$ cat config.mk
export PLATFORM = sky130hd
export DESIGN_NAME = nrps_host
export DESIGN_NICKNAME = d
export VERILOG_FILES = /design/src/nrps_pkg.sv /design/src/nrps_cycle.sv /design/src/nrps_host.sv
export SDC_FILE = /design/constraint.sdc
export NUM_CORES = 1
export LEC_CHECK = 0
export BUFFER_PORTS_ARGS = -buffer_cell sky130_fd_sc_hd__buf_2
export CORE_ASPECT_RATIO = 1.1
export CORE_MARGIN = 4
export CORE_UTILIZATION = 25
export DETAILED_ROUTE_END_ITERATION = 7
export PLACE_DENSITY = 0.5
export SLEW_MARGIN = 20
export SYNTH_ARGS = -nofsm -noshare
export SYNTH_HDL_FRONTEND = slang
export SYNTH_SLANG_ARGS = --single-unit
$ cat constraint.sdc
create_clock -name CLK_SYS_I -period 4.26 [get_ports CLK_SYS_I]
set_input_delay 0.426 -clock CLK_SYS_I [delete_from_list [all_inputs] [get_ports CLK_SYS_I]]
set_output_delay 0.426 -clock CLK_SYS_I [all_outputs]
set_load 0.05 [all_outputs]
$ cat src/nrps_pkg.sv
package nrps_pkg;

  // ==========================================================
  // command bytes
  localparam logic [7:0] CMD_READ_SETUP    = 8'h00;
  localparam logic [7:0] CMD_READ_CONFIRM  = 8'h30;
  localparam logic [7:0] CMD_CACHE_READ    = 8'h31;
  localparam logic [7:0] CMD_CACHE_LAST    = 8'h3f;
  localparam logic [7:0] CMD_MULTI_READ    = 8'h60;
  localparam logic [7:0] CMD_PROG_SETUP    = 8'h80;
  localparam logic [7:0] CMD_PROG_SETUP2   = 8'h81;
  localparam logic [7:0] CMD_COL_CHANGE    = 8'h85;
  localparam logic [7:0] CMD_PROG_CONFIRM  = 8'h10;
  localparam logic [7:0] CMD_PROG_FIRST    = 8'h11;
  localparam logic [7:0] CMD_STATUS        = 8'h70;
  localparam logic [7:0] CMD_RESET         = 8'hff;

  // ==========================================================
  // address layout
  localparam int COL_BITS   = 12;
  localparam int ROW_BITS   = 17;
  localparam int PAGE_BITS  = 6;
  localparam int ROW_CYCLES = 3;
  localparam int COL_CYCLES = 2;

  // ==========================================================
  // strobe timing: time in ns, cycles derived at 25 ns clock
  localparam int CLK_PERIOD_NS   = 25;
  localparam int STROBE_LOW_NS   = 25;
  localparam int STROBE_HIGH_NS  = 25;
  localparam int STROBE_LOW_CYC  = (STROBE_LOW_NS + CLK_PERIOD_NS - 1) / CLK_PERIOD_NS;
  localparam int STROBE_HIGH_CYC = (STROBE_HIGH_NS + CLK_PERIOD_NS - 1) / CLK_PERIOD_NS;
  localparam int BUSY_SETTLE_NS  = 100;
  localparam int BUSY_SETTLE_CYC = (BUSY_SETTLE_NS + CLK_PERIOD_NS - 1) / CLK_PERIOD_NS;

  // ==========================================================
  // host operations
  typedef enum logic [2:0] {
    OP_READ, OP_CACHE_NEXT, OP_CACHE_LAST, OP_MULTI_READ,
    OP_PROGRAM, OP_MULTI_PROG, OP_STATUS, OP_RESET
  } nrps_op_type;

  // kind of one bus cycle on the port
  typedef enum logic [1:0] { CY_CMD, CY_ADDR, CY_WDATA, CY_RDATA } nrps_cyc_type;

  typedef struct packed {
    nrps_op_type            op;
    logic [COL_BITS-1:0]    column;
    logic [ROW_BITS-1:0]    row;
    logic [ROW_BITS-1:0]    row2;
    logic [COL_BITS:0]      count;
  } nrps_req_type;

  typedef struct packed {
    logic       cle;
    logic       ale;
    logic       ce_n;
    logic       we_n;
    logic       read_strobe_n;
    logic       wp_n;
    logic [7:0] dq_out;
    logic       dq_oe_n;
  } nrps_pins_type;

endpackage

$ cat src/nrps_cycle.sv
// one port cycle: strobe low then high, byte latched by the device on rising edge
module nrps_cycle
  import nrps_pkg::*;
(
  input  wire logic         CLK_SYS_I,
  input  wire logic         RESET_I,
  input  wire logic         start_i,
  input  nrps_pkg::nrps_cyc_type kind_i,
  input  wire logic [7:0]   byte_i,
  input  wire logic [7:0]   dq_i,
  output nrps_pkg::nrps_pins_type pins_o,
  output logic              done_o,
  output logic [7:0]        rbyte_o
);
  import nrps_pkg::*;

  typedef enum logic [1:0] { S_IDLE, S_LOW, S_HIGH } nrps_cst_type;
  nrps_cst_type st_q;
  logic [3:0]   cnt_q;
  nrps_cyc_type kind_q;
  logic [7:0]   byte_q;

  // ==========================================================
  // strobe timing
  always_ff @(posedge CLK_SYS_I or posedge RESET_I)
  begin
    if (RESET_I)
    begin
      st_q   <= S_IDLE;
      cnt_q  <= 4'h0;
      kind_q <= CY_CMD;
      byte_q <= 8'h00;
    end
    else
    begin
      unique case (st_q)
        S_IDLE:
          if (start_i)
          begin
            st_q   <= S_LOW;
            kind_q <= kind_i;
            byte_q <= byte_i;
            cnt_q  <= 4'(STROBE_LOW_CYC - 1);
          end
        S_LOW:
          if (cnt_q == 4'h0)
          begin
            st_q  <= S_HIGH;
            cnt_q <= 4'(STROBE_HIGH_CYC - 1);
          end
          else
            cnt_q <= cnt_q - 4'h1;
        S_HIGH:
          if (cnt_q == 4'h0)
            st_q <= S_IDLE;
          else
            cnt_q <= cnt_q - 4'h1;
      endcase
    end
  end

  // sample read data at end of the low phase, strobe still low
  always_ff @(posedge CLK_SYS_I or posedge RESET_I)
  begin
    if (RESET_I)
      rbyte_o <= 8'h00;
    else if (st_q == S_LOW && cnt_q == 4'h0 && kind_q == CY_RDATA)
      rbyte_o <= dq_i;
  end

  assign done_o = (st_q == S_HIGH) && (cnt_q == 4'h0);

  // ==========================================================
  // pins; latch lines held through the whole cycle
  always_comb
  begin
    pins_o               = '0;
    pins_o.ce_n          = 1'b0;
    pins_o.we_n          = !(st_q == S_LOW && kind_q != CY_RDATA);
    pins_o.read_strobe_n = !(st_q == S_LOW && kind_q == CY_RDATA);
    pins_o.wp_n          = 1'b1;
    pins_o.cle           = (st_q != S_IDLE) && (kind_q == CY_CMD);
    pins_o.ale           = (st_q != S_IDLE) && (kind_q == CY_ADDR);
    pins_o.dq_out        = byte_q;
    pins_o.dq_oe_n       = (st_q == S_IDLE) || (kind_q == CY_RDATA);
  end
endmodule

$ cat src/nrps_host.sv
// Contract
// - read: setup, five address bytes, confirm
// - host restarts cache read on block change
// - first cache read only after ready
// - one block per district, same page
// - per-district setup plus address, then confirm
// - write protect held high during reads
// - only status or reset between districts
// - address: two column, three row bytes
// - strobes high and only status/reset while busy
module nrps_host
  import nrps_pkg::*;
(
  input  wire logic              CLK_SYS_I,
  input  wire logic              RESET_I,
  input  wire logic              REQ_VALID_I,
  output logic                   REQ_READY_O,
  input  nrps_pkg::nrps_req_type REQ_I,
  input  wire logic [7:0]        WDATA_I,
  output logic                   WDATA_READY_O,
  output logic [7:0]             RDATA_O,
  output logic                   RDATA_VALID_O,
  output logic                   STATUS_FAIL_O,
  output logic                   DONE_O,
  input  wire logic [7:0]        DQ_I,
  input  wire logic              READY_BUSY_OUT_I,
  output nrps_pkg::nrps_pins_type PINS_O
);
  import nrps_pkg::*;

  typedef enum logic [3:0] {
    H_IDLE, H_CMD1, H_ADDR, H_WDATA, H_CMD2, H_SETTLE, H_WAIT, H_RDATA, H_DONE
  } nrps_hst_type;

  nrps_hst_type st_q;
  nrps_req_type req_q;
  logic [2:0]   acnt_q;
  logic [COL_BITS:0] dcnt_q;
  logic [3:0]   wcnt_q;
  logic         second_q;
  logic         cyc_start;
  nrps_cyc_type cyc_kind;
  logic [7:0]   cyc_byte;
  logic         cyc_done;
  logic [7:0]   cyc_rbyte;
  logic [ROW_BITS-1:0] chain_row_q;

  // address byte n: column low/high, then row bytes; upper column bits low
  function automatic logic [7:0] addr_byte(input logic [2:0] n, input logic [COL_BITS-1:0] col,
                                           input logic [ROW_BITS-1:0] row);
    unique case (n)
      3'd0:    addr_byte = col[7:0];
      3'd1:    addr_byte = {4'h0, col[11:8]};
      3'd2:    addr_byte = row[7:0];
      3'd3:    addr_byte = row[15:8];
      default: addr_byte = {7'h00, row[16]};
    endcase
  endfunction

  // first command byte of each operation
  function automatic logic [7:0] first_cmd(input nrps_op_type op, input logic second);
    unique case (op)
      OP_READ:       first_cmd = CMD_READ_SETUP;
      OP_CACHE_NEXT: first_cmd = CMD_CACHE_READ;
      OP_CACHE_LAST: first_cmd = CMD_CACHE_LAST;
      OP_MULTI_READ: first_cmd = CMD_MULTI_READ;
      OP_PROGRAM:    first_cmd = CMD_PROG_SETUP;
      OP_MULTI_PROG: first_cmd = second ? CMD_PROG_SETUP2 : CMD_PROG_SETUP;
      OP_STATUS:     first_cmd = CMD_STATUS;
      default:       first_cmd = CMD_RESET;
    endcase
  endfunction

  wire single_cmd = (req_q.op == OP_CACHE_NEXT) || (req_q.op == OP_CACHE_LAST) ||
                    (req_q.op == OP_STATUS) || (req_q.op == OP_RESET);
  wire is_prog    = (req_q.op == OP_PROGRAM) || (req_q.op == OP_MULTI_PROG);
  wire reads_back = (req_q.op == OP_READ) || (req_q.op == OP_MULTI_READ) ||
                    (req_q.op == OP_CACHE_NEXT) || (req_q.op == OP_CACHE_LAST);
  // multi read sends both district addresses before one confirm
  wire multi_first = (req_q.op == OP_MULTI_READ || req_q.op == OP_MULTI_PROG) && !second_q;
  // page that the next cache command would fetch
  wire [ROW_BITS-1:0] next_row = chain_row_q + 1'b1;
  wire chain_op = (REQ_I.op == OP_CACHE_NEXT) || (REQ_I.op == OP_CACHE_LAST);

  // ==========================================================
  // cache chain tracking; a chain may not run past the end of its block
  always_ff @(posedge CLK_SYS_I or posedge RESET_I)
  begin
    if (RESET_I)
      chain_row_q <= '0;
    else if (st_q == H_IDLE && REQ_VALID_I && READY_BUSY_OUT_I && (chain_op || REQ_I.op == OP_READ))
      chain_row_q <= (REQ_I.op == OP_READ) ? REQ_I.row : next_row;
  end

  // ==========================================================
  // sequence state machine
  always_ff @(posedge CLK_SYS_I or posedge RESET_I)
  begin
    if (RESET_I)
    begin
      st_q     <= H_IDLE;
      req_q    <= '0;
      acnt_q   <= 3'd0;
      dcnt_q   <= '0;
      wcnt_q   <= 4'h0;
      second_q <= 1'b0;
    end
    else
    begin
      unique case (st_q)
        H_IDLE:
          if (REQ_VALID_I && READY_BUSY_OUT_I)
          begin
            req_q    <= REQ_I;
            // limitation: the second district always reuses the first page
            req_q.row2 <= {REQ_I.row2[ROW_BITS-1:PAGE_BITS], REQ_I.row[PAGE_BITS-1:0]};
            second_q <= 1'b0;
            st_q     <= H_CMD1;
            // a chain that would leave its block restarts as a plain read
            if (chain_op && next_row[PAGE_BITS-1:0] == '0)
            begin
              req_q.op     <= OP_READ;
              req_q.column <= '0;
              req_q.row    <= next_row;
            end
          end
        H_CMD1:
          if (cyc_done)
          begin
            acnt_q <= 3'd0;
            dcnt_q <= req_q.count;
            if (req_q.op == OP_STATUS)
              st_q <= H_RDATA;
            else if (single_cmd)
              st_q <= H_SETTLE;
            else
              st_q <= H_ADDR;
          end
        H_ADDR:
          if (cyc_done)
          begin
            acnt_q <= acnt_q + 3'd1;
            if (acnt_q == 3'(COL_CYCLES + ROW_CYCLES - 1))
              st_q <= is_prog ? H_WDATA : (multi_first ? H_CMD1 : H_CMD2);
            if (acnt_q == 3'(COL_CYCLES + ROW_CYCLES - 1) && multi_first && !is_prog)
              second_q <= 1'b1;
          end
        H_WDATA:
          if (dcnt_q == '0)
            st_q <= H_CMD2;
          else if (cyc_done)
            dcnt_q <= dcnt_q - 1'b1;
        H_CMD2:
          if (cyc_done)
            st_q <= H_SETTLE;
        H_SETTLE:
          if (wcnt_q == 4'(BUSY_SETTLE_CYC - 1))
            st_q <= H_WAIT;
        H_WAIT:
          if (READY_BUSY_OUT_I)
          begin
            dcnt_q <= req_q.count;
            if (multi_first)
            begin
              second_q <= 1'b1;
              req_q.row <= req_q.row2;
              st_q     <= H_CMD1;
            end
            else if (reads_back)
              st_q <= H_RDATA;
            else if (req_q.op == OP_STATUS || req_q.op == OP_RESET)
              st_q <= H_DONE;
            else
              st_q <= H_CMD1;
            if (is_prog && !multi_first)
            begin
              req_q.op <= OP_STATUS;
              st_q     <= H_CMD1;
            end
          end
        H_RDATA:
          if (req_q.op == OP_STATUS ? cyc_done : (dcnt_q == '0))
            st_q <= H_DONE;
          else if (cyc_done)
            dcnt_q <= dcnt_q - 1'b1;
        H_DONE:
          st_q <= H_IDLE;
        default:
          st_q <= H_IDLE;
      endcase
      wcnt_q <= (st_q == H_SETTLE) ? wcnt_q + 4'h1 : 4'h0;
    end
  end

  // multi program second address swapped into row before second setup
  always_comb
  begin
    cyc_start = 1'b0;
    cyc_kind  = CY_CMD;
    cyc_byte  = 8'h00;
    unique case (st_q)
      H_CMD1:  begin cyc_start = 1'b1; cyc_byte = first_cmd(req_q.op, second_q); end
      H_ADDR:  begin cyc_start = 1'b1; cyc_kind = CY_ADDR;
                     cyc_byte = addr_byte(acnt_q, req_q.column, second_q ? req_q.row2 : req_q.row); end
      H_WDATA: begin cyc_start = (dcnt_q != '0); cyc_kind = CY_WDATA; cyc_byte = WDATA_I; end
      H_CMD2:  begin cyc_start = 1'b1;
                     cyc_byte = (req_q.op == OP_MULTI_PROG && !second_q) ? CMD_PROG_FIRST :
                                is_prog ? CMD_PROG_CONFIRM : CMD_READ_CONFIRM; end
      H_RDATA: begin cyc_start = (req_q.op == OP_STATUS) || (dcnt_q != '0); cyc_kind = CY_RDATA; end
      default: ;
    endcase
  end

  nrps_cycle u_cycle (
    .CLK_SYS_I (CLK_SYS_I),
    .RESET_I   (RESET_I),
    .start_i   (cyc_start),
    .kind_i    (cyc_kind),
    .byte_i    (cyc_byte),
    .dq_i      (DQ_I),
    .pins_o    (PINS_O),
    .done_o    (cyc_done),
    .rbyte_o   (cyc_rbyte)
  );

  // ==========================================================
  // user side: read data, status and completion
  always_ff @(posedge CLK_SYS_I or posedge RESET_I)
  begin
    if (RESET_I)
    begin
      RDATA_O       <= 8'h00;
      RDATA_VALID_O <= 1'b0;
      STATUS_FAIL_O <= 1'b0;
      DONE_O        <= 1'b0;
    end
    else
    begin
      RDATA_VALID_O <= (st_q == H_RDATA) && cyc_done;
      if ((st_q == H_RDATA) && cyc_done)
        RDATA_O <= cyc_rbyte;
      if ((st_q == H_RDATA) && cyc_done && req_q.op == OP_STATUS)
        STATUS_FAIL_O <= cyc_rbyte[0];
      DONE_O <= (st_q == H_DONE);
    end
  end

  assign REQ_READY_O   = (st_q == H_IDLE) && READY_BUSY_OUT_I;
  assign WDATA_READY_O = (st_q == H_WDATA) && cyc_done && (dcnt_q != '0);
endmodule

==> flow_metrics.py <==
metrics = {
    "cts": {
        "cts_tree": "built",
        "clk_latency_ns": 0.44,
        "cts_root_buffer": "clkbuf_16",
        "cts_inserted_buffers": 17,
        "post-cts-setup-buffers": 0,
        "clkTransAtPathRegs_ns": 0.08,
        "cts-resized-gates": 0,
        "h-tree-depth": 4,
        "clock_path_buffers": 2,
        "clock-sinks": 139,
        "hold_buffers": 0,
    },
    "synth": {
        "synthCells": 875,
        "synth.distinct_cells": 83,
        "synth_top_area_frac": 0.436,
        "synth.yosys.seq_area_share": 0.436,
        "yosys_warnings": 0,
        "yosys-top-cells-area": "dfrtp_1 44%, nand2_1 8.6%, mux2_2 6.8%",
        "ys.flop_type": "dfrtp_1",
        "synth.avg_cell_area_um2": 9.11,
        "syn_area_mm2": 0.00797,
        "post-synth-top-count-cell": "nand2_1",
        "synth_nets": 972,
        "synth_top_cells_by_count": "182 x nand2_1, 139 x dfrtp_1, 48 x mux2_2",
        "ys_seq_elements": 139,
        "synth_edf_count": 0,
        "yosys.area.top_type": "dfrtp_1",
        "synthArstFlopShare": 1.00,
    },
    "run_status": {
        "status": "completed",
    },
    "sta": {
        "min_period_ns": 2.96,
        "relSlewSlack": 0.315,
        "rsz0062_at_grt": "false",
        "hold_violations": 0,
        "tns_ns": 0,
        "min_period_over_period": 0.694,
        "final.setup_skew_ns": 0.0174,
        "drv_slew": 0,
        "tightestPinTransition_ns": 1.03,
        "max_freq_mhz": 338,
        "setup_viol": 0,
    },
    "final_layout": {
        "diodes": 0,
        "nFillCells": 3322,
        "final_nets": 1044,
        "fin_area_mm2": 0.00943,
        "drive_gt1_frac": 0.230,
        "final_util": 0.300,
        "syn_to_final_growth_pct": 18.3,
    },
    "floorplanning": {
        "core_mm2": 0.0314,
        "dieWidth_um": 178,
        "pin_count": 110,
        "dieArea_mm2": 0.0348,
        "initial_core_util": 0.254,
        "rows": 68,
        "die_h_um": 195,
    },
    "pwr": {
        "power_density_mw_per_mm2": 729,
        "p_leak_nw": 4.14,
        "vdd_drop_max_v": 0.000245,
        "power_mw": 6.87,
    },
    "global_routing": {
        "grt_usage": 0.139,
        "grt_max_degree": 97,
        "grt_pass1_wl_um": 38400,
        "antenna_found_initial": 1,
        "grt_overflow_total": 0,
        "grt_pass1_vias": 6890,
    },
    "critical_path": {
        "critPathMaxStageDelay_ns": 0.83,
        "endpoint_kind": "flop",
        "required_ns": 4.61,
        "start_kind": "flop",
        "cp_cell_sequence": "and4bb_1, a21oi_1, a31oi_1, buf_4, and2_1, mux2i_1",
        "cp.arrival_ns": 3.31,
        "worstSetupPathType": "reg2reg",
        "crit_slowest_cell": "dfrtp_1",
        "worstPathMaxFanout": 24,
    },
    "placement": {
        "place_hpwl_um": 17100,
        "gp_congestion": 0.845,
        "portBuffers": 101,
        "placed_area_mm2": 0.00883,
    },
    "route": {
        "first_pass_iters": 7,
        "ant_nets": 0,
        "postRouteWirelength_um": 23800,
        "drt_drc_violations_left": 0,
        "wl_per_cell_um": 17.3,
        "via_per_inst": 4.97,
        "dr_total_vias": 6862,
        "drt_iter0_drc": 419,
    },
    "hold_path": {
        "hp-class": "in2reg",
    },
    "run": {
        "cap_violations": 0,
    },
}
-- metal layers --
layer | vias up | wire, um | GRT usage
met5 | - | 20 | 0
met4 | 2 | 299 | 0.0384
met3 | 19 | 955 | 0.0271
met2 | 152 | 11900 | 0.233
met1 | 3365 | 10600 | 0.184
li1 | 3324 | - | -
-- final timing paths --
| kind | cells after the start | startpoint | endpoint | slack (ns) |
|---|---|---|---|---|
| setup / recovery | 6 | st_q[2]$_DFFE_PP0P_ | dcnt_q[1]$_DFFE_PP0P_ | 1.30 |
| min in group asynchronous | 2 | RESET_I | RDATA_O[1]$_DFFE_PP0P_ | 0.20 |
| max in group asynchronous | 3 | RESET_I | dcnt_q[3]$_DFFE_PP0P_ | 3.16 |
| setup reg to reg | 6 | st_q[2]$_DFFE_PP0P_ | dcnt_q[1]$_DFFE_PP0P_ | 1.30 |
| hold reg to reg | 1 | wcnt_q[0]$_DFF_PP0_ | wcnt_q[0]$_DFF_PP0_ | 0.46 |
| hold / removal | 3 | REQ_I[22] | req_q[22]$_DFFE_PP0P_ | 0.17 |
-- layout by cell type (no fill, tap or decap), types with 8 or more instances in the layout --
cell / n
nand2_1: 182
dfrtp_1: 139
buf_2: 101
mux2_2: 48
a21oi_1: 44
nor2_1: 41
o21ai_0: 37
nand3_1: 30
inv_1: 18
clkbuf_16: 17
buf_4: 17
a31oi_1: 16
ha_1: 15
nand4_1: 14
o2111ai_1: 13
nor3_1: 13
xnor2_1: 12
o22ai_1: 12
and3_1: 11
o211ai_1: 10
nor2b_1: 9
nand2b_1: 9
o21ai_1: 8
-- metrics by stage --
| step | instances | hold slack, ns | setup WS (ns) |
|---|---|---|---|
| 3_5_place_dp | 1348 | 0.454 | 1.33 |
| 2_1_floorplan | 875 | 0.433 | 0.109 |
| 6_report | 1380 | 0.174 | 1.30 |
| 4_1_cts | 1380 | 0.151 | 1.32 |
| 5_1_grt | 1380 | 0.174 | 1.06 |
| 3_3_place_gp | 1348 | 0.451 | 1.36 |
-- area by class of cell --
| class | count | area, um2 | area share |
|---|---|---|---|
| Multi-Input combinational cell | 652 | 4120 | 0.437 |
| Sequential cell | 139 | 3480 | 0.369 |
| Timing Repair Buffer | 118 | 633 | 0.0672 |
| Tap cell | 420 | 526 | 0.0557 |
| Clock buffer | 18 | 439 | 0.0466 |
| Clock inverter | 14 | 153 | 0.0162 |
| Inverter | 19 | 76.3 | 0.00810 |
-- power breakdown --
part	switching [mW]	internal (mW)	total, mW
Combinational	1.73	1.17	2.90
Clock	0.669	0.847	1.52
Sequential	0.576	1.88	2.46
-- worst max-delay path: cells and delay by family, from the launching register on --
family          cells  cell delay [ns]
buf+inv             1             0.24
mux                 1             0.25
compound gates      2             0.32
flops               1             0.83
simple gates        2             1.22
-- logic make-up (layout without fill, tap and decap cells) --
logic type                 count (synthesis)  after routing  share of synthesized area
buffers and inverters                     84            169                     0.0473
muxes                                     53             53                     0.0741
adders and majority gates                 15             15                     0.0236
AOI/OAI and AO/OA                        211            211                      0.186
other                                      2              2                   0.000942
xor gates and xnor gates                  19             19                     0.0209
and+or+nand+nor                          352            352                      0.210
DFF                                      139            139                      0.436
-- sequential cells by signal (all words and copies together) (netlist names), 3 cells and up --
name and count:
acnt_q 3, dcnt_q 13, chain_row_q 17, u_cycle.byte_q 8, wcnt_q 4, u_cycle.cnt_q 4, st_q 4, u_cycle.rbyte_o 8
req_q 62, RDATA_O 8
(Power assumes the default switching activity.)
